===== config.mk =====
export PLATFORM = sky130hd
export DESIGN_NAME = fif_core
export DESIGN_NICKNAME = d
export VERILOG_FILES = /design/src/core/fif_pkg.sv /design/src/core/fif_sync.sv /design/src/core/fif_core.sv
export SDC_FILE = /design/constraint.sdc
export NUM_CORES = 1
export LEC_CHECK = 0
export CAP_MARGIN = 15
export CORE_MARGIN = 4
export CORE_UTILIZATION = 46
export DETAILED_ROUTE_END_ITERATION = 10
export DONT_BUFFER_PORTS = 1
export GPL_ROUTABILITY_DRIVEN = 0
export SYNTH_ARGS = -nofsm -noshare
export SYNTH_HDL_FRONTEND = slang
export SYNTH_SLANG_ARGS = --single-unit

===== constraint.sdc =====
create_clock -name clk -period 4.31 [get_ports clk]
set_input_delay 0.862 -clock clk [delete_from_list [all_inputs] [get_ports clk]]
set_output_delay 0.862 -clock clk [all_outputs]
set_load 0.02 [all_outputs]

===== src/core/fif_pkg.sv =====
// Package for the fault interrupt flag block: offsets, field positions, timing.
// Assumes a 200 MHz system clock and an 8-bit register port inside the device.
package fif_pkg;

    // ------------------------------------------------------------
    // Register offsets
    // ------------------------------------------------------------
    localparam logic [7:0] FIF_ADDR_IND_CFG = 8'h24;
    localparam logic [7:0] FIF_ADDR_MASK = 8'h25;
    localparam logic [7:0] FIF_ADDR_FLAGS_PRI = 8'h26;
    localparam logic [7:0] FIF_ADDR_FLAGS_HALT = 8'h27;

    // ------------------------------------------------------------
    // Reset values
    // ------------------------------------------------------------
    localparam logic [7:0] FIF_RST_IND_CFG = 8'h00;
    localparam logic [7:0] FIF_RST_MASK = 8'h00;
    localparam logic [7:0] FIF_RST_FLAGS = 8'h00;

    // ------------------------------------------------------------
    // Field positions
    // ------------------------------------------------------------
    localparam int FIF_IND_MODE_LSB = 6;
    localparam int FIF_IND_MODE_MSB = 7;
    // Mask register
    localparam int FIF_M_OVER_CURRENT = 7;
    localparam int FIF_M_UNDERVOLT = 6;
    localparam int FIF_M_CLK_ERR_B = 5;
    localparam int FIF_M_OVER_TEMP = 4;
    localparam int FIF_M_BROWNOUT = 3;
    localparam int FIF_M_CLK_ERR_A = 2;
    localparam int FIF_M_MOD_HALT = 1;
    localparam int FIF_M_FRAME_HALT = 0;
    // Primary flag register
    localparam int FIF_F_OVER_CURRENT = 7;
    localparam int FIF_F_UNDERVOLT = 6;
    localparam int FIF_F_CLK_ERR_A = 5;
    localparam int FIF_F_OVER_TEMP = 4;
    localparam int FIF_F_BROWNOUT = 3;
    localparam int FIF_F_CLK_ERR_B = 2;
    localparam int FIF_F_CONV_DONE = 1;
    // Halt flag register
    localparam int FIF_F_FRAME_HALT = 7;
    localparam int FIF_F_MOD_HALT = 6;
    // Pin function selector value for interrupt output
    localparam logic [2:0] FIF_PIN_FUNC_IRQ = 3'h1;

    // ------------------------------------------------------------
    // Timing
    // ------------------------------------------------------------
    localparam int FIF_CLK_MHZ = 200;
    localparam int FIF_PULSE_MS = 2;
    localparam int FIF_PERIOD_MS = 4;
    localparam int FIF_PULSE_CYC = FIF_PULSE_MS * FIF_CLK_MHZ * 1000;
    localparam int FIF_PERIOD_CYC = FIF_PERIOD_MS * FIF_CLK_MHZ * 1000;

    // ------------------------------------------------------------
    // Types
    // ------------------------------------------------------------
    typedef enum logic [1:0] {
        FIF_IND_SINGLE,
        FIF_IND_REPEAT,
        FIF_IND_LEVEL,
        FIF_IND_RESERVED
    } fif_ind_mode_t;

    typedef struct packed {
        logic over_current;
        logic analog_undervolt;
        logic clock_error_a;
        logic clock_error_b;
        logic over_temperature;
        logic brownout;
        logic conversion_done;
        logic frame_clock_halt;
        logic modulator_halt;
    } fif_events_t;

    typedef struct packed {
        logic wr;
        logic rd;
        logic [7:0] addr;
        logic [7:0] wdata;
    } fif_reg_req_t;

endpackage : fif_pkg


===== src/core/fif_sync.sv =====
// Three-stage input synchroniser with agreement filter.
// Assumes asynchronous inputs from fault detectors outside this clock.
module fif_sync #(
    parameter int WIDTH = 9
) (
    input wire logic clk,
    input wire logic reset,
    input wire logic [WIDTH-1:0] din,
    output logic [WIDTH-1:0] dout
);

    logic [WIDTH-1:0] s1_q;
    logic [WIDTH-1:0] s2_q;
    logic [WIDTH-1:0] s3_q;
    logic [WIDTH-1:0] out_q;
    wire [WIDTH-1:0] agree = ~(s2_q ^ s3_q);

    // ------------------------------------------------------------
    // Stages
    // ------------------------------------------------------------
    always_ff @(posedge clk or posedge reset) begin
        if (reset) begin
            s1_q <= '0;
            s2_q <= '0;
            s3_q <= '0;
            out_q <= '0;
        end else begin
            s1_q <= din;
            s2_q <= s1_q;
            s3_q <= s2_q;
            // Change accepted only once stages two and three agree
            out_q <= (agree & s3_q) | (~agree & out_q);
        end
    end

    assign dout = out_q;

endmodule : fif_sync


===== src/core/fif_core.sv =====
// Fault interrupt flags: sticky flags, source mask and interrupt pin indication.
// Assumes a host register port with one-cycle rd/wr strobes and fault levels
// arriving asynchronously from the detectors.
//
// Function
// Mode 0 gives one active-high pulse of 2 ms per new interrupt.
// Mode 1 gives 2 ms pulses every 4 ms until both flag registers are read clear.
// Mode 2 holds the pin high from the interrupt until both flag registers are read clear.
// The indication mode sits in bits 7 to 6 of the first config register, bits 5 to 0 reserved and zero.
// Each source has a mask bit in the second config register, 1 meaning used. Conversion-done has no mask bit here.
// Mask order is over-current, undervolt, clock error b, over-temp, brownout, clock error a, modulator, frame.
// All mask and indication bits reset to zero.
// Each flag is sticky and reads 1 if its condition occurred since the last read.
// Primary flag order is over-current, undervolt, clock error a, over-temp, brownout, clock error b, conversion.
// Reading the primary flag register clears it, and active conditions are caught again.
// The halt flag register holds frame halt in bit 7 and modulator halt in bit 6, rest zero.
// The host ends a pulsing or held indication by reading both flag registers.
// Indication shows on the pin only while the pin function selector is 1.
// A set flag with its mask bit set raises an interrupt, and mode 3 keeps the pin low.
// A condition arising in the cycle of a read stays set after the read.
module fif_core
    import fif_pkg::*;
#(
    parameter int PULSE_CYC = fif_pkg::FIF_PULSE_CYC,
    parameter int PERIOD_CYC = fif_pkg::FIF_PERIOD_CYC
) (
    input wire logic clk,
    input wire logic reset,
    input wire fif_pkg::fif_reg_req_t reg_req,
    output logic [7:0] reg_rdata,
    input wire fif_pkg::fif_events_t fault_events,
    input wire logic [2:0] pin_function,
    output logic irq_pin
);
    import fif_pkg::*;

    localparam int CW = $clog2(PERIOD_CYC + 1);
    localparam logic [CW-1:0] PULSE_END = CW'(PULSE_CYC - 1);
    localparam logic [CW-1:0] PERIOD_END = CW'(PERIOD_CYC - 1);

    // ------------------------------------------------------------
    // Input crossing
    // ------------------------------------------------------------
    fif_events_t ev_sync;

    fif_sync #(
        .WIDTH($bits(fif_events_t))
    ) u_sync (
        .clk(clk),
        .reset(reset),
        .din(fault_events),
        .dout(ev_sync)
    );

    // ------------------------------------------------------------
    // Register state
    // ------------------------------------------------------------
    logic [1:0] mode_q;
    logic [7:0] mask_q;
    logic [7:0] pri_q;
    logic [7:0] pri_d;
    logic [1:0] halt_q;
    logic [1:0] halt_d;
    logic [7:0] rdata_q;
    logic [7:0] rdata_d;
    logic [2:0] pin_func_q;

    // ------------------------------------------------------------
    // Register decode
    // ------------------------------------------------------------
    function automatic logic addr_hit(input logic strobe, input logic [7:0] addr, input logic [7:0] offset);
        return strobe && (addr == offset);
    endfunction : addr_hit

    wire wr_cfg = addr_hit(reg_req.wr, reg_req.addr, FIF_ADDR_IND_CFG);
    wire wr_mask = addr_hit(reg_req.wr, reg_req.addr, FIF_ADDR_MASK);
    wire rd_pri = addr_hit(reg_req.rd, reg_req.addr, FIF_ADDR_FLAGS_PRI);
    wire rd_halt = addr_hit(reg_req.rd, reg_req.addr, FIF_ADDR_FLAGS_HALT);

    // Event vector in primary register order
    logic [7:0] pri_ev;
    always_comb begin
        pri_ev = 8'h00;
        pri_ev[FIF_F_OVER_CURRENT] = ev_sync.over_current;
        pri_ev[FIF_F_UNDERVOLT] = ev_sync.analog_undervolt;
        pri_ev[FIF_F_CLK_ERR_A] = ev_sync.clock_error_a;
        pri_ev[FIF_F_OVER_TEMP] = ev_sync.over_temperature;
        pri_ev[FIF_F_BROWNOUT] = ev_sync.brownout;
        pri_ev[FIF_F_CLK_ERR_B] = ev_sync.clock_error_b;
        pri_ev[FIF_F_CONV_DONE] = ev_sync.conversion_done;
    end
    wire [1:0] halt_ev = {ev_sync.frame_clock_halt, ev_sync.modulator_halt};

    // ------------------------------------------------------------
    // Sticky flags
    // ------------------------------------------------------------
    // Set wins over the read clear, so no event is lost
    for (genvar b = 0; b < 8; b++) begin : g_pri_flag
        assign pri_d[b] = (rd_pri ? 1'b0 : pri_q[b]) | pri_ev[b];
    end
    for (genvar h = 0; h < 2; h++) begin : g_halt_flag
        assign halt_d[h] = (rd_halt ? 1'b0 : halt_q[h]) | halt_ev[h];
    end

    // Halt register image
    logic [7:0] halt_img;
    always_comb begin
        halt_img = 8'h00;
        halt_img[FIF_F_FRAME_HALT] = halt_q[1];
        halt_img[FIF_F_MOD_HALT] = halt_q[0];
    end

    // Read mux, unmapped addresses read zero
    always_comb begin
        case (reg_req.addr)
            FIF_ADDR_IND_CFG: rdata_d = {mode_q, 6'h00};
            FIF_ADDR_MASK: rdata_d = mask_q;
            FIF_ADDR_FLAGS_PRI: rdata_d = pri_q;
            FIF_ADDR_FLAGS_HALT: rdata_d = halt_img;
            default: rdata_d = 8'h00;
        endcase
    end

    always_ff @(posedge clk or posedge reset) begin
        if (reset) begin
            mode_q <= FIF_RST_IND_CFG[FIF_IND_MODE_MSB:FIF_IND_MODE_LSB];
            mask_q <= FIF_RST_MASK;
            pri_q <= FIF_RST_FLAGS;
            halt_q <= 2'b00;
            rdata_q <= 8'h00;
            pin_func_q <= 3'h0;
        end else begin
            if (wr_cfg) begin
                mode_q <= reg_req.wdata[FIF_IND_MODE_MSB:FIF_IND_MODE_LSB];
            end
            if (wr_mask) begin
                mask_q <= reg_req.wdata;
            end
            pri_q <= pri_d;
            halt_q <= halt_d;
            if (reg_req.rd) begin
                rdata_q <= rdata_d;
            end
            pin_func_q <= pin_function;
        end
    end

    assign reg_rdata = rdata_q;

    // ------------------------------------------------------------
    // Interrupt generation
    // ------------------------------------------------------------
    // Conversion-done has no mask bit and so never raises the pin
    logic [7:0] masked_flags;
    always_comb begin
        masked_flags = 8'h00;
        masked_flags[FIF_M_OVER_CURRENT] = pri_q[FIF_F_OVER_CURRENT];
        masked_flags[FIF_M_UNDERVOLT] = pri_q[FIF_F_UNDERVOLT];
        masked_flags[FIF_M_CLK_ERR_B] = pri_q[FIF_F_CLK_ERR_B];
        masked_flags[FIF_M_OVER_TEMP] = pri_q[FIF_F_OVER_TEMP];
        masked_flags[FIF_M_BROWNOUT] = pri_q[FIF_F_BROWNOUT];
        masked_flags[FIF_M_CLK_ERR_A] = pri_q[FIF_F_CLK_ERR_A];
        masked_flags[FIF_M_MOD_HALT] = halt_q[0];
        masked_flags[FIF_M_FRAME_HALT] = halt_q[1];
    end

    wire irq_active = |(masked_flags & mask_q);
    logic irq_active_q;
    wire irq_rise = irq_active && !irq_active_q;

    // ------------------------------------------------------------
    // Indication sequencer
    // ------------------------------------------------------------
    typedef enum logic [1:0] {
        ST_IDLE,
        ST_PULSE,
        ST_GAP,
        ST_WAIT
    } fif_ind_state_t;

    fif_ind_state_t state_q;
    fif_ind_state_t state_d;
    logic [CW-1:0] cnt_q;
    logic [CW-1:0] cnt_d;
    logic pin_d;
    logic pin_q;
    fif_ind_mode_t mode_e;

    assign mode_e = fif_ind_mode_t'(mode_q);
    wire pin_enabled = (pin_func_q == FIF_PIN_FUNC_IRQ);
    wire cnt_pulse_done = (cnt_q == PULSE_END);
    wire cnt_period_done = (cnt_q == PERIOD_END);

    always_comb begin
        state_d = state_q;
        cnt_d = cnt_q + CW'(1);
        pin_d = 1'b0;
        case (state_q)
            ST_IDLE: begin
                cnt_d = '0;
                if (irq_rise) begin
                    case (mode_e)
                        FIF_IND_SINGLE: state_d = ST_PULSE;
                        FIF_IND_REPEAT: state_d = ST_PULSE;
                        FIF_IND_LEVEL: state_d = ST_WAIT;
                        default: state_d = ST_IDLE;
                    endcase
                end
            end
            ST_PULSE: begin
                // Reserved mode written mid-pulse silences the pin at once
                pin_d = (mode_e != FIF_IND_RESERVED);
                if (mode_e == FIF_IND_REPEAT && !irq_active) begin
                    state_d = ST_IDLE;
                end else if (cnt_pulse_done) begin
                    // Single mode waits for the flags to clear before re-arming
                    state_d = (mode_e == FIF_IND_REPEAT) ? ST_GAP : ST_WAIT;
                end
            end
            ST_GAP: begin
                if (!irq_active) begin
                    state_d = ST_IDLE;
                end else if (cnt_period_done) begin
                    state_d = ST_PULSE;
                    cnt_d = '0;
                end
            end
            ST_WAIT: begin
                cnt_d = '0;
                pin_d = (mode_e == FIF_IND_LEVEL);
                if (!irq_active) begin
                    state_d = ST_IDLE;
                end
            end
            default: begin
                state_d = ST_IDLE;
                cnt_d = '0;
            end
        endcase
    end

    always_ff @(posedge clk or posedge reset) begin
        if (reset) begin
            state_q <= ST_IDLE;
            cnt_q <= '0;
            pin_q <= 1'b0;
            irq_active_q <= 1'b0;
        end else begin
            state_q <= state_d;
            cnt_q <= cnt_d;
            pin_q <= pin_d && pin_enabled;
            irq_active_q <= irq_active;
        end
    end

    assign irq_pin = pin_q;

endmodule : fif_core


Yosys cells after proc, flatten, opt, wreduce, memory -nomap -nowiden
Index checks and enable logic that the tools add are counted.

Bitwise logic cells: 16. Muxes and demuxes: 23. $add $sub $neg: 1. Equality and inequality tests: 17. Reduce and logical (&&, ||, !) cells: 15.

Operator list (number): $mux W20 (2); $pmux W20 S2 (1); $eq A8 B6 Y1 const B (4); $pmux W8 S4 (1); $add A20 B1 Y20 const B (1); $eq A20 B19 Y1 const B (1); $eq A20 B20 Y1 const B (1); $and A9 B9 Y9 (2); $not A9 Y9 (2); $mux W2 (6); $mux W1 (10); $or A1 B1 Y1 (9); $or A9 B9 Y9 (1); $xor A9 B9 Y9 (1); $and A8 B8 Y8 (1); $pmux W2 S4 (1); $reduce_or A8 Y1 (1); $logic_and A1 B1 Y1 (7); $eq A2 B2 Y1 const B (3); $ne A2 B2 Y1 const B (3); $ne A3 B3 Y1 const B (2); $eq A2 B1 Y1 const B (2); $logic_not A2 Y1 (2); $pmux W2 S2 (1); other kinds (5) (7).

Bits of input ports: 32. Bits in registers: 90.

Logic depth before layout (Yosys ltp)
Gate-level depths: netlist of the first run.

Word-level depth: 6. Gate-level depth with buffers: 7.

Modules after synthesis
Synthesis of the first run repeated with hierarchy kept, for this count alone.

Cell total of the unflattened synthesis: 276. Area, all modules: 3602.2 µm².

By module, submodules not included: fif_core (times used 1, cells each 230, area each 2596.2 µm²); fif_sync (times used 1, cells each 46, area each 1006.0 µm²).

Least setup slack after synthesis of the first run
OpenSTA, ideal clock, no wires.

Kind: input to register. Start: in reg_req[12] (netlist bit). End: reg pri_q[1]. Stages on the path: 5. Library setup time: 0.118 ns. Setup slack: 2.221 ns. Arrival time: 1.971 ns. Buffers on the path: 1. Cell sequence: nand4bb_1 nor3_1 clkbuf_1 nand3_1 a21o_1.

Longest elaborated chain between the ends: 4.

RTL lines: from (decl) (RTL line fif_core.sv:29) `input wire fif_pkg::fif_reg_req_t reg_req,`; $eq A8 B6 Y1 (RTL line fif_core.sv:72) `return strobe && (addr == offset);`; $logic_and A1 B1 Y1 (RTL line fif_core.sv:72); $mux W1 (RTL line fif_core.sv:99) `assign pri_d[b] = (rd_pri ? 1'b0 : pri_q[b]) | pri_ev[b];`; $or A1 B1 Y1 (RTL line fif_core.sv:99); via pri_d[1] (RTL line fif_core.sv:61) `logic [7:0] pri_d;`; to (signal assigned) (RTL line fif_core.sv:139) `pri_q <= pri_d;`; to (decl) (RTL line fif_core.sv:60) `logic [7:0] pri_q;`.

The timed path passes the listed nets, and every way through them passes these cells. A chain may end at the register's enable or synchronous reset.

Worst setup path after layout of the first run
Start: reg cnt_q[0]. End: reg cnt_q[11].

Longest elaborated chain between the ends: 4.

RTL lines: from (decl) (RTL line fif_core.sv:183) `logic [CW-1:0] cnt_q;`; from (signal assigned) (RTL line fif_core.sv:250) `cnt_q <= cnt_d;`; $add A20 B1 Y20 / $eq A20 B20 Y1 (equally long branches) (RTL line fif_core.sv:196, fif_core.sv:192); $mux W20 (RTL line fif_core.sv:223) `end else if (cnt_period_done) begin`; $mux W20 (RTL line fif_core.sv:221) `if (!irq_active) begin`; $pmux W20 S2 * (RTL line fif_core.sv:198) `case (state_q)`; via cnt_d[11] (RTL line fif_core.sv:184) `logic [CW-1:0] cnt_d;`.

The timed path passes the listed nets; every way through them passes the cells marked *.

==> results of run 1 <==
[power by group through the flow]
| stage | Clock [W] | Sequential [W] | Combinational [W] |
|---|---|---|---|
| finish | 0.000556 | 0.000964 | 0.000133 |
| CTS | 0.000578 | 0.000964 | 0.000137 |
| global placement | 0 | 0.000978 | 0.000132 |
| floorplan | 0 | 0.000966 | 0.000115 |
| detailed placement | 0 | 0.000980 | 0.000137 |
| global route | 0.000616 | 0.000974 | 0.000154 |
[flip-flops by register name, indices dropped and copies added (netlist names), 2 cells and up, named ones only]
signal / flops
cnt_q: 20
u_sync.s3_q: 9
reg_rdata: 8
u_sync.s1_q: 9
mask_q: 8
halt_q: 2
pin_func_q: 3
state_q: 2
mode_e: 2
u_sync.s2_q: 9
pri_q: 7
[cells in the mapped netlist, drive strengths merged (2+ instances only)]
| cell type | count |
|---|---|
| a21o | 9 |
| a21oi | 2 |
| a22o | 5 |
| a22oi | 4 |
| and3 | 3 |
| and4 | 2 |
| buf | 3 |
| clkbuf | 5 |
| dfrtp | 90 |
| inv | 15 |
| maj3 | 9 |
| mux2 | 10 |
| mux4 | 2 |
| nand2 | 7 |
| nand3 | 21 |
| nand4 | 7 |
| nor2 | 27 |
| nor2b | 4 |
| nor3 | 7 |
| nor4 | 3 |
| o211ai | 2 |
| o21ai | 10 |
| xnor2 | 15 |
| xor2 | 3 |
[cell families (layout without fill, tap and decap cells)]
kind of cell / count (synthesis) / after routing / synth area share
XOR/XNOR: 18 / 18 / 0.04503
flip-flops: 90 / 90 / 0.6433
buffers and inverters: 23 / 33 / 0.02787
AO/OA/AOI/OAI: 36 / 36 / 0.07434
multiplexers: 13 / 13 / 0.04789
AND/OR/NAND/NOR: 87 / 87 / 0.1322
adder cells (fa/ha/maj): 10 / 10 / 0.02931
[path summary, 6_finish.rpt]
kind                                           from                        to  depth (start not counted)
setup / recovery                 cnt_q[0]$_DFF_PP0_       cnt_q[11]$_DFF_PP0_                          6
hold / removal             u_sync.s1_q[8]$_DFF_PP0_  u_sync.s2_q[8]$_DFF_PP0_                          0
setup reg to reg                 cnt_q[0]$_DFF_PP0_       cnt_q[11]$_DFF_PP0_                          6
hold reg to reg            u_sync.s1_q[8]$_DFF_PP0_  u_sync.s2_q[8]$_DFF_PP0_                          0
max in group asynchronous                     reset        pri_q[7]$_DFF_PP0_                          2
min in group asynchronous                     reset  u_sync.s2_q[8]$_DFF_PP0_                          1
[stage by stage]
stage                     setup slack (ps)  power (W)  area (um^2)
after floorplan                       1113   0.001081         3501
after CTS                             1806   0.001679         3794
after global routing                  1527   0.001744         3794
after global placement                1973   0.001110         3603
after detailed placement              1841   0.001117         3603
final                                 1841   0.001654         3794
[critical path, delay by kind of cell, from the launching register on]
kind / cells / cell delay, ps
compound gates: 1 / 210
fa+ha+maj: 1 / 260
flops: 1 / 410
mux: 1 / 840
simple gates: 3 / 600
[layer usage]
metal / share of wire / wire, um / vias up / GRT usage
met4: 0.018 / 108 / 0 / 0.06490
met1: 0.49 / 2862 / 1019 / 0.2048
met3: 0.062 / 363 / 8 / 0.04893
met2: 0.43 / 2536 / 47 / 0.1971
met5: 0 / 0 / - / 0
li1: - / - / 986 / -
[final cells by class]
type / count / share of cell area
repair buffers: 2 / 0.003958
clock inverters: 7 / 0.01748
multi-input cells: 164 / 0.3044
well taps: 99 / 0.03265
flip-flops and latches: 90 / 0.5937
inverters: 15 / 0.01517
clock buffers: 9 / 0.03265
==> impl_metrics.ini, run 1 <==
[clock_tree]
numClockSinks = 90
clk_latency_ps = 360
cts_resized = 0
cts_root_buf = clkbuf_8
ctsHoldBuffers = 0
cts_tree = done
postCtsSetupBuffers = 0
numCtsBuffers = 9
cts_max_path_buffers = 2
h-tree-depth = 3
path_clk_slew_ps = 100

[finish]
drive_gt1_frac = 0.1289
fin_util = 0.5175
layout.cells.non_filler = 386
multiInputGateArea_mm2 = 0.001155
final_common_cell = dfrtp_1
final_cell_mix = dfrtp_1, nor2_1, nand3_1, xnor2_1, inv_1
nets = 315
areaGrowthSynthToFinish_pct = 8.363
seq_area_mm2 = 0.002252
fillCellCount = 634
diodes = 0

[placement]
io_buffers = 0
hpwl_um = 4031
dp_cells = 370

[setup_path]
cp-end-kind = flip-flop
slowest_delay_ps = 840
cp.arrival_ps = 2670
crit_type = reg -> reg
worst-path-max-fanout = 20
worst_path_max_delay_cell = mux2i_2
path_cells = ha_1 > nand2_1 > nor3_1 > a41oi_1 > mux2i_2 > nor2_1
cp-start-kind = flip-flop
required_ps = 4510
ff2ff_setup_slack_ps = 1840

[power_and_ir_drop]
powerDensity_mw_per_mm2 = 436.0
internal_power_w = 0.001196
cellLeakagePower_nw = 1.560
p_seq_frac = 0.583
clockPowerShare = 0.336
switching_share = 0.2771
peakVddDrop_mv = 0.2043
p_comb_frac = 0.081
p_switching_w = 0.0004583

[detailed_routing]
drt-pass1-iter-count = 4
first_iter_violations = 98
ant_nets = 0
post_drt_wl_per_cell_um = 15.21
routed_wl_um = 5870
via_count = 2060
avgViaCountPerCell = 5.337
drc = 0

[floorplanning]
die_w_um = 95.24
dieArea_mm2 = 0.009071
io_pins = 41
fp.dieH_um = 95.24
start_util = 0.4776
rows = 31
core_mm2 = 0.007331

[sta]
min_period_over_period = 0.5728
final-hold-violation-count = 0
fin_hold_ws_ps = 350.2
relSlewSlack = 0.2961
period_needed_ps = 2469
rsz0062_at_grt = false
finalClockSkew_ps = 17.47
timing.fmax_mhz = 405.0
tightest_slew_ps = 1035
slew_violations = 0
setup-tns-final_ps = 0
setup_viol = 0

[global_routing]
grt_pass1_wl_um = 9839
grt_overflow = 0
grt_pass1_vias = 1999
antenna_found_initial = 0
grt_max_degree = 65
grt_use_total = 0.1436

[yosys]
syn_area_per_cell_um2 = 12.64
ys_types = 41
synthesis.instances = 277
netlist_top_cells_area = dfrtp_1, xnor2_1, mux2_2
synth_top_area_share = 0.6433
yosys_warnings = 0
syn-num-nets = 310
synth-seq-cells = 90
synth_flop_cell = dfrtp_1
ys_seq_area_frac = 0.6433
synth_top_area_cell = dfrtp_1
async_flop_share = 1.000
synth_area_mm2 = 0.003501
synth_edf_count = 0

[hold_path]
hp-class = reg -> reg

[status]
status = completed

[job]
maxCapViolCount = 0
Note: power is estimated with default switching activity, not from simulation.
==> run 2: changes to the inputs <==
==> constraint.sdc (replaced) <==
create_clock -name clk -period 2.4 [get_ports clk]
set_input_delay 0.48 -clock clk [delete_from_list [all_inputs] [get_ports clk]]
set_output_delay 0.48 -clock clk [all_outputs]
set_load 0.02 [all_outputs]
==> run 2 against run 1 <==
Effect of this change:
- setup slack worse by 1300 ps
- design area is 1.3% higher
- die area stayed put
- sequential cell count stayed put
- clock skew is 5.3 ps lower
- cell count is 0.78% higher
- routed wire length is 0.72% lower
- sequential share of layout area is 0.75 points lower
- count of clock-buffer cells in the layout stayed put
- via count is 2.3% lower
- core utilization is 0.67 points higher
- worst hold slack worse by 250 ps
==> impl_metrics.ini, run 2 (synthesis gave the netlist of run 1 again) <==
[setup_path]
cp.arrival_ps = 2090
slowest_delay_ps = 560
worst_path_max_delay_cell = or4b_1
required_ps = 2670
cp-end-kind = flip-flop
worst-path-max-fanout = 6
path_cells = or4b_1 > nor4_2 > nand4_1 > o31a_1 > o32ai_2
cp-start-kind = flip-flop
crit_buf_inv = 0
crit_family = simple AND/OR/NAND/NOR gates
crit_type = reg -> reg

[finish]
nets = 318
top_register = cnt_q
drive_gt1_frac = 0.1345
design_area_mm2 = 0.003842
diodes = 0
areaGrowthSynthToFinish_pct = 9.757
largest_register_ffs = 20
fin_util = 0.5242
final_common_cell = dfrtp_1
final_cell_mix = dfrtp_1, nor2_1, nand3_1, xnor2_1, inv_1
layout.cells.non_filler = 389
fillCellCount = 635

[clock_tree]
postCtsSetupBuffers = 0
path_clk_slew_ps = 100
cts_max_path_buffers = 2
numClockSinks = 90
cts_tree = done
numCtsBuffers = 9
cts_resized = 0
h-tree-depth = 3
ctsHoldBuffers = 0
clk_latency_ps = 360
cts_root_buf = clkbuf_8

[global_routing]
antenna_found_initial = 0
grt_overflow = 0
grt_max_degree = 91
grt_use_total = 0.1411
grt_pass1_vias = 2054
grt_pass1_wl_um = 9825

[placement]
hpwl_um = 3912
dp_cells = 373
post_dp_cell_area_mm2 = 0.003637
io_buffers = 0

[power_and_ir_drop]
cellLeakagePower_nw = 1.594
peakVddDrop_mv = 0.3846
powerDensity_mw_per_mm2 = 780.0

[sta]
relSlewSlack = 0.6957
setup-tns-final_ps = 0
timing.fmax_mhz = 547.8
rsz0062_at_grt = false
finalClockSkew_ps = 12.22
slew_violations = 0
period_needed_ps = 1825
tightest_slew_ps = 456.5
setup_viol = 0
min_period_over_period = 0.7606
final-hold-violation-count = 0

[detailed_routing]
via_count = 2013
routed_wl_um = 5828
avgViaCountPerCell = 5.175
drc = 0
ant_nets = 0
post_drt_wl_per_cell_um = 14.98
first_iter_violations = 103
drt-pass1-iter-count = 4

[hold_path]
hp-class = in -> async

[floorplanning]
core_mm2 = 0.007331
io_pins = 41
fp.dieH_um = 95.24
dieArea_mm2 = 0.009071
start_util = 0.4776
rows = 31
die_w_um = 95.24

[job]
maxCapViolCount = 0

[status]
status = completed
==> run 2: cell count changes in the layout (fill, tap and decap cells not counted) <==
cell	change
buf_12	+1
buf_4	+2
clkinv_2	-1
clkinv_4	+2
clkinv_8	+2
clkinvlp_4	-1
inv_6	-1
inv_8	-1
mux2i_1	+1
mux2i_2	-1
==> run 2: final cells by class <==
type / count / area [um^2] / share of cell area
Clock inverter: 7 / 81.33 / 0.02117
Inverter: 15 / 60.06 / 0.01563
Timing Repair Buffer: 5 / 50.05 / 0.01303
Tap cell: 99 / 123.9 / 0.03224
Clock buffer: 9 / 123.9 / 0.03224
Sequential cell: 90 / 2252 / 0.5861
Multi-Input combinational cell: 164 / 1151 / 0.2996
==> run 2: routing by layer <==
| layer | track usage | wire length (um) |
|---|---|---|
| met2 | 0.1854 | 2410 |
| met4 | 0.06490 | 87 |
| met3 | 0.04341 | 398 |
| met5 | 0 | 0 |
| met1 | 0.2115 | 2932 |
==> run 2: final timing paths <==
kind	to	cells past startpoint	start	slack, ps
max	state_q[1]$_DFFE_PP0P_	5	cnt_q[13]$_DFF_PP0_	570
min	reg_rdata[1]$_DFFE_PP0P_	2	reset	100
max reg2reg	state_q[1]$_DFFE_PP0P_	5	cnt_q[13]$_DFF_PP0_	570
min reg2reg	u_sync.s2_q[1]$_DFF_PP0_	0	u_sync.s1_q[1]$_DFF_PP0_	360
max in group asynchronous	cnt_q[4]$_DFF_PP0_	2	reset	1940
min in group clk	u_sync.s1_q[2]$_DFF_PP0_	0	fault_events[2]	130
==> run 2: power breakdown <==
| part | switching (W) | internal (W) | total, W | leakage (nW) |
|---|---|---|---|---|
| logic | 0.000128 | 0.000112 | 0.000241 | 0.393 |
| registers | 0.0000957 | 0.00163 | 0.00173 | 1.10 |
| clock network | 0.000614 | 0.000415 | 0.00103 | 0.103 |
| total | 0.000838 | 0.00216 | 0.00300 | 1.59 |
==> run 2: metrics by stage <==
stage / total power, W / setup slack, ps / hold WS, ps
CTS: 0.003040 / 577.6 / 112.1
floorplan: 0.001941 / 693.0 / 331.2
global route: 0.003155 / 445.7 / 99.00
global placement: 0.001995 / 616.7 / 332.2
finish: 0.002997 / 574.6 / 103.0
detailed placement: 0.002003 / 615.9 / 336.3
==> run 2: worst register-to-register path, delay by kind of cell (launching register included) <==
family,cells,cell delay (ps)
AOI/OAI and AO/OA,2,320
DFF,1,460
and+or+nand+nor,3,950
